## src/phy_irq_pkg.sv

```systemverilog
package phy_irq_pkg;

	// ----------------------------------------
	// Widths
	// ----------------------------------------
	localparam int ADDR_W = 5;
	localparam int DATA_W = 16;
	localparam int EVT_N = 4;

	// ----------------------------------------
	// Management register addresses
	// ----------------------------------------
	localparam logic [ADDR_W-1:0] ADDR_EVT_ENABLE = 5'h12;
	localparam logic [ADDR_W-1:0] ADDR_EVT_STATUS = 5'h13;

	// ----------------------------------------
	// Field layout
	// ----------------------------------------
	// Event vector index, also offset from BIT_EVT_LO in the enable register; in the status register only for LINK, DUPLEX and RATE
	localparam int EVT_LINK = 0;
	localparam int EVT_DUPLEX = 1;
	localparam int EVT_RATE = 2;
	localparam int EVT_NEG = 3;
	localparam int BIT_EVT_LO = 4;
	localparam int BIT_NEG_DONE = 7;
	localparam int BIT_PENDING = 2;
	localparam int BIT_GLOBAL_EN = 1;
	localparam int BIT_FORCE = 0;

	// ----------------------------------------
	// Reset values
	// ----------------------------------------
	localparam logic [DATA_W-1:0] WORD_ZERO = 16'h0000;
	localparam logic [EVT_N-1:0] EVT_ZERO = 4'h0;

endpackage

```

## src/evt_if.sv

```systemverilog
`timescale 1ns/1ps
interface evt_if #(
	parameter int N = 4
);
	logic [N-1:0] change;
	logic clear;
	logic [N-1:0] latched;

	modport ctrl (
		output change,
		output clear,
		input latched
	);
	modport keep (
		input change,
		input clear,
		output latched
	);
endinterface

```

## src/event_latch.sv

```systemverilog
`timescale 1ns/1ps
module event_latch #(
	parameter int N = 4
) (
	input wire logic i_clk,
	input wire logic i_rstn,
	evt_if.keep e
);

	if (N < 1) begin : g_bad_n
		$error("event_latch needs at least one event");
	end

	// ----------------------------------------
	// Sticky event bits
	// ----------------------------------------
	for (genvar g = 0; g < N; g++) begin : g_bit
		logic bit_ff;
		logic nxt_bit;

		always_comb begin
			nxt_bit = e.change[g] | (bit_ff & ~e.clear);
		end

		always_ff @(posedge i_clk or negedge i_rstn) begin
			if (!i_rstn) begin
				bit_ff <= 1'b0;
			end else begin
				bit_ff <= nxt_bit;
			end
		end

		assign e.latched[g] = bit_ff;

	end
endmodule

```

## src/phy_interrupt_status.sv

```systemverilog
`timescale 1ns/1ps
module phy_interrupt_status (
	input wire logic I_REF_CLK,
	input wire logic I_RSTN,
	input wire logic I_NEGOTIATION_FINISHED,
	input wire logic I_RATE_100,
	input wire logic I_FULL_DUPLEX,
	input wire logic I_LINK_UP,
	input wire logic [phy_irq_pkg::ADDR_W-1:0] I_REG_ADDR,
	input wire logic I_REG_RD,
	input wire logic I_REG_WR,
	input wire logic [phy_irq_pkg::DATA_W-1:0] I_REG_WDATA,
	output logic [phy_irq_pkg::DATA_W-1:0] O_REG_RDATA,
	output logic O_MGMT_IRQ_OUT
);

	localparam int N = phy_irq_pkg::EVT_N;
	localparam int LO = phy_irq_pkg::BIT_EVT_LO;

	evt_if #(.N(N)) evt ();

	event_latch #(.N(N)) u_latch (
		.i_clk(I_REF_CLK),
		.i_rstn(I_RSTN),
		.e(evt.keep)
	);

	// ----------------------------------------
	// Change detection
	// ----------------------------------------
	logic [N-1:0] cur;
	logic [N-1:0] prev_ff;
	logic [N-1:0] nxt_prev;
	logic primed_ff;
	logic nxt_primed;
	logic [N-1:0] chg;

	always_comb begin
		cur = phy_irq_pkg::EVT_ZERO;
		cur[phy_irq_pkg::EVT_NEG] = I_NEGOTIATION_FINISHED;
		cur[phy_irq_pkg::EVT_RATE] = I_RATE_100;
		cur[phy_irq_pkg::EVT_DUPLEX] = I_FULL_DUPLEX;
		cur[phy_irq_pkg::EVT_LINK] = I_LINK_UP;
	end

	// First cycle after reset only samples, so a static input level
	// is not mistaken for a change.
	// rate, duplex and link changes
	always_comb begin
		nxt_prev = cur;
		nxt_primed = 1'b1;
		chg = cur ^ prev_ff;
		// Negotiation raises an event only on completion
		chg[phy_irq_pkg::EVT_NEG] = cur[phy_irq_pkg::EVT_NEG] &
			~prev_ff[phy_irq_pkg::EVT_NEG];
		if (!primed_ff) begin
			chg = phy_irq_pkg::EVT_ZERO;
		end
	end

	always_ff @(posedge I_REF_CLK or negedge I_RSTN) begin
		if (!I_RSTN) begin
			prev_ff <= '0;
			primed_ff <= 1'b0;
		end else begin
			prev_ff <= nxt_prev;
			primed_ff <= nxt_primed;
		end
	end

	logic rd_status;

	assign rd_status = I_REG_RD &&
		(I_REG_ADDR == phy_irq_pkg::ADDR_EVT_STATUS);
	assign evt.change = chg;
	assign evt.clear = rd_status;

	// ----------------------------------------
	// Enable register
	// ----------------------------------------
	logic [N-1:0] mask_ff;
	logic [N-1:0] nxt_mask;
	logic gen_ff;
	logic nxt_gen;
	logic force_ff;
	logic nxt_force;

	always_comb begin
		nxt_mask = mask_ff;
		nxt_gen = gen_ff;
		nxt_force = force_ff;
		if (I_REG_WR && (I_REG_ADDR == phy_irq_pkg::ADDR_EVT_ENABLE)) begin
			nxt_mask = I_REG_WDATA[LO +: N];
			nxt_gen = I_REG_WDATA[phy_irq_pkg::BIT_GLOBAL_EN];
			nxt_force = I_REG_WDATA[phy_irq_pkg::BIT_FORCE];
		end
	end

	always_ff @(posedge I_REF_CLK or negedge I_RSTN) begin
		if (!I_RSTN) begin
			mask_ff <= '0;
			gen_ff <= 1'b0;
			force_ff <= 1'b0;
		end else begin
			mask_ff <= nxt_mask;
			gen_ff <= nxt_gen;
			force_ff <= nxt_force;
		end
	end

	// ----------------------------------------
	// Pending, interrupt and read data
	// ----------------------------------------
	logic pending;
	logic [phy_irq_pkg::DATA_W-1:0] status_word;
	logic [phy_irq_pkg::DATA_W-1:0] enable_word;
	logic [phy_irq_pkg::DATA_W-1:0] rdata_ff;
	logic [phy_irq_pkg::DATA_W-1:0] nxt_rdata;
	logic irq_ff;
	logic nxt_irq;

	// pending from unmasked latched events while globally enabled, or force
	assign pending = force_ff | (gen_ff & (|(evt.latched & mask_ff)));

	always_comb begin
		status_word = phy_irq_pkg::WORD_ZERO;
		enable_word = phy_irq_pkg::WORD_ZERO;
		status_word[phy_irq_pkg::BIT_NEG_DONE] = cur[phy_irq_pkg::EVT_NEG];
		status_word[LO +: phy_irq_pkg::EVT_NEG] =
			evt.latched[phy_irq_pkg::EVT_NEG-1:0];
		status_word[phy_irq_pkg::BIT_PENDING] = pending;
		enable_word[LO +: N] = mask_ff;
		enable_word[phy_irq_pkg::BIT_GLOBAL_EN] = gen_ff;
		enable_word[phy_irq_pkg::BIT_FORCE] = force_ff;
	end

	always_comb begin
		nxt_rdata = rdata_ff;
		nxt_irq = pending;
		if (I_REG_RD) begin
			case (I_REG_ADDR)
				phy_irq_pkg::ADDR_EVT_STATUS: nxt_rdata = status_word;
				phy_irq_pkg::ADDR_EVT_ENABLE: nxt_rdata = enable_word;
				default: nxt_rdata = phy_irq_pkg::WORD_ZERO;
			endcase
		end
	end

	always_ff @(posedge I_REF_CLK or negedge I_RSTN) begin
		if (!I_RSTN) begin
			rdata_ff <= '0;
			irq_ff <= 1'b0;
		end else begin
			rdata_ff <= nxt_rdata;
			irq_ff <= nxt_irq;
		end
	end

	assign O_REG_RDATA = rdata_ff;
	assign O_MGMT_IRQ_OUT = irq_ff;
endmodule

```

## config.mk

```make
export PLATFORM = sky130hd
export DESIGN_NAME = phy_interrupt_status
export DESIGN_NICKNAME = d
export VERILOG_FILES = /design/src/phy_irq_pkg.sv /design/src/evt_if.sv /design/src/event_latch.sv /design/src/phy_interrupt_status.sv
export SDC_FILE = /design/constraint.sdc
export NUM_CORES = 1
export LEC_CHECK = 0
export ABC_CLOCK_PERIOD_IN_PS = 960
export BUFFER_PORTS_ARGS = -buffer_cell sky130_fd_sc_hd__buf_2
export CORE_MARGIN = 1.5
export CORE_UTILIZATION = 40
export CTS_CLUSTER_SIZE = 8
export DETAILED_ROUTE_END_ITERATION = 12
export PLACE_DENSITY = 0.81
export SLEW_MARGIN = 20
export SYNTH_ARGS = -nofsm -noshare
export SYNTH_HDL_FRONTEND = slang
export SYNTH_SLANG_ARGS = --single-unit
```

## constraint.sdc

```tcl
create_clock -name I_REF_CLK -period 0.96 [get_ports I_REF_CLK]
set_clock_uncertainty 0.05 [all_clocks]
set_input_delay 0.192 -clock I_REF_CLK [delete_from_list [all_inputs] [get_ports I_REF_CLK]]
set_output_delay 0.192 -clock I_REF_CLK [all_outputs]
set_load 0.005 [all_outputs]
```

==> results.rst <==
.. list-table::
   :header-rows: 1

   * - Metric
     - Value
   * - Number of global-route vias before repair
     - 862
   * - Sink Count
     - 23
   * - Effective utilization at floorplan
     - approximately 44%
   * - I/O Pins
     - 46
   * - Count of routing violations after the opening detailed-route iteration
     - 6
   * - Clock transition time at the flip-flop clock pins of the worst setup and hold paths
     - 0.13 ns
   * - Leakage component of the power
     - 0.715 nW
   * - Flip-flop and latch count after synthesis
     - 23
   * - Launching element type of the critical path
     - flip-flop
   * - Result of the run
     - finished, violations left
   * - CTS Buf Count
     - 3
   * - Type of the worst setup path
     - flip-flop to output pin
   * - Root buffer selected by CTS
     - clkbuf_4
   * - Total power divided by cell area
     - 1380 nW/µm²
   * - Type of the most critical hold path
     - input pin to flip-flop
   * - Number of maximum-capacitance violations
     - 0
   * - Antenna violations before repair
     - 0
   * - Final routed wire length divided by cell count
     - between 10 and 15 µm
   * - Combined global-route utilization of all metal layers
     - approximately a fifth
   * - Number of hold violations in the final report
     - 0
   * - Vias per std cell
     - 4.99
   * - Share of the synthesized area in the top cell type
     - 57.5%
   * - Remaining global-route overflow
     - 0
   * - Setup crit end kind
     - output pin
   * - Max-slew violation total from the final report
     - 0
   * - Highest net fanout along the worst path
     - 2
   * - Final setup violation count
     - 20
   * - Fill cell total of the finished layout
     - 200
   * - Final setup slack of the worst path
     - -0.131 ns
   * - Clk pwr share
     - 23.4%
   * - Worst EP required
     - approximately 0.72 ns
   * - Die X-Extent
     - roughly 53 µm
   * - Number of nets in the final layout
     - 155
   * - Net switching power figure
     - 0.518 mW
   * - Internal power component
     - 1.44 mW
   * - Layout cells sized above 1
     - between 50 and 60%
   * - Worst path buffer plus inverter count
     - 1
   * - Count of input and output buffers
     - 26
   * - Final worst path period share
     - 114%
   * - First-pass GRT wire length
     - ~3.7 mm
   * - Worst VDD drop
     - 1.06 mV
   * - Total number of vias
     - 763
   * - Library cell contributing the largest single delay on the critical path
     - dfrtp_1
   * - Netlist area before placement
     - 1000 µm²
   * - Post-DP HPWL
     - 1.64 mm
   * - Drt pass-1 iters
     - 4
   * - Die Height
     - roughly 53 µm
   * - CTS tree
     - done
   * - Die area
     - 2810 µm²
   * - Share of total power in sequential cells
     - 57.3%
   * - Final TNS setup
     - -1.51 ns
   * - Yosys cell types
     - 22
   * - Tot Pwr
     - 1.96 mW
   * - Violations in the final reports
     - negative setup slack
   * - Warnings from Yosys
     - 0
   * - Number of cells produced by synthesis
     - 74
   * - Worst-skew pair later-pin latency
     - 0.31 ns
   * - List of cells traversed by the critical path
     - buf_2
   * - Crit path DAT
     - 0.85 ns
   * - Total Wirelength
     - 2.26 mm
   * - Clock H-tree levels
     - 1
   * - Maximum clock rate
     - 917 MHz
   * - RSZ-0062 raised after global routing
     - true
   * - Shortest period the worst path allows
     - 1.09 ns
   * - Largest buffer count on any clock path
     - 2
   * - Count of antenna diodes in the layout
     - 0
   * - Largest area contributor in the netlist
     - dfrtp_1
   * - Layout-stage area growth over the synthesis result
     - 41.7%
   * - Dominant cells by area after synthesis
     - dfrtp_1 57%, buf_4 6.8%, mux2_2 6.7%
   * - Part of the power in combinational logic
     - 19.3%
   * - Worst slew margin
     - roughly two thirds
   * - Area inside the core boundary
     - between 2000 and 2500 µm²
   * - Post-route antenna net violation count
     - 0
   * - Final GP Congestion
     - 0.759
   * - Standard-cell rows
     - 17
   * - Slowest cell delay on critical path
     - 0.41 ns
   * - Largest net degree at the start of global routing
     - 24
   * - Top delay family on crit path
     - flip-flops
   * - Slew @ Worst Pin
     - 0.513 ns
   * - DRC Markers
     - 0
   * - Sw Share
     - 26.4%
   * - Post-synthesis average cell area
     - 13.5 µm²
   * - Proportion of synthesized chip area in sequential cells
     - 57.5%
-- layout by cell type, fill, tap and decap left out, types with 3 or more instances in the layout --
master         count
a221o_1            4
buf_4             14
a22o_1             5
nor2b_1            3
a22oi_1            3
conb_1            10
clkbuf_4           3
buf_6              5
buf_2             25
dfrtp_1           23
dlygate4sd3_1      5
mux2_4             6
-- per-stage QoR --
step	area [µm²]	hold WS, ns	instances	util (%)	worst slack [ns]
2_1_floorplan	1040	-0.154	82	-	-0.312
3_3_place_gp	1220	0.120	138	53.2	-0.397
3_5_place_dp	1220	0.139	138	53.2	-0.433
4_1_cts	1380	0.0448	151	59.9	-0.140
5_1_grt	1420	0.0355	153	61.8	-0.178
6_report	1420	0.0529	153	61.8	-0.131
-- cells in the mapped netlist (all sizes together) --
cell type	n
nor4b	1
inv	1
conb	2
a221o	4
buf	10
and3b	1
nand2	2
nand3b	1
xor2	3
a21o	1
dfrtp	23
mux2	6
a22oi	3
and4bb	1
and4	1
a21bo	1
and3	2
nand3	1
o2bb2ai	1
nor2b	4
a22o	5
-- cell type report --
| cell class | instances | area (µm²) | share of cell area (%) |
|---|---|---|---|
| timing repair buffer | 49 | 337 | 23.7 |
| clock buffer | 3 | 22.5 | 1.59 |
| sequential | 23 | 576 | 40.6 |
| multi-input combinational | 48 | 438 | 30.9 |
| tap | 28 | 35.0 | 2.47 |
| inverter | 1 | 3.75 | 0.265 |
| clock inverter | 1 | 7.51 | 0.529 |
-- flip-flops by register name, indices dropped and copies added, names as in the netlist --
| signal | count |
|---|---|
| O_REG_RDATA | 7 |
| mask_ff | 4 |
| force_ff | 1 |
| gen_ff | 1 |
| prev_ff | 4 |
| O_MGMT_IRQ_OUT | 1 |
| primed_ff | 1 |
| u_latch.g_bit.bit_ff | 4 |
-- metal layers --
| metal | up-vias | track usage [%] | wire length, µm |
|---|---|---|---|
| li1 | 353 | - | - |
| met1 | 370 | 22.5 | 978 |
| met2 | 35 | 32.9 | 1090 |
| met3 | 5 | 3.39 | 135 |
| met4 | 0 | 8.97 | 53 |
| met5 | - | 0 | 0 |
-- repair_timing --
| item | in CTS | in global routing |
|---|---|---|
| setup endpoints to repair | 21 | 20 |
| pin swaps | 5 | 7 |
| hold buffers | 5 | 0 |
| hold endpoints to repair | 27 | 0 |
| setup buffers | 4 | 2 |
| gates resized for setup | 11 | 6 |
-- path summary, 6_finish.rpt --
kind | startpoint | endpoint | slack (ns) | cells past startpoint
min in group asynchronous | I_RSTN | prev_ff[0] | 0.32 | 2
hold reg to reg | prev_ff[3] | u_latch.g_bit[3].bit_ff | 0.39 | 1
max in group asynchronous | I_RSTN | O_MGMT_IRQ_OUT | 0.20 | 2
hold / removal | I_REG_WDATA[4] | mask_ff[0] | 0.05 | 2
setup reg to reg | force_ff | O_REG_RDATA[2] | -0.09 | 3
setup / recovery | O_REG_RDATA[5] | O_REG_RDATA[5] | -0.13 | 1
-- worst reg2reg max path, cell delays in order (launching register included) --
cell	delay, ns
dfrtp_1	0.40
and3_4	0.15
a22oi_1	0.12
a21bo_2	0.23
-- kinds of logic (layout without fill, tap and decap cells) --
group           Yosys count  in the layout  synth area share (%)
xor+xnor                  3              3                  2.63
buf+inv                  11             54                  7.62
mux                       6              6                  6.75
simple gates             14             14                  11.5
compound gates           15             15                  13.3
flops                    23             23                  57.5
other cells               2             10                 0.750
-- power groups by stage --
| stage | registers [mW] | clock network [mW] | logic [mW] |
|---|---|---|---|
| 3_3_place_gp | 1.13 | 0 | 0.290 |
| 2_1_floorplan | 1.12 | 0 | 0.155 |
| 3_5_place_dp | 1.14 | 0 | 0.313 |
| 5_1_grt | 1.14 | 0.511 | 0.418 |
| 6_report | 1.12 | 0.460 | 0.379 |
| 4_1_cts | 1.12 | 0.471 | 0.371 |
(Power assumes the default switching activity.)
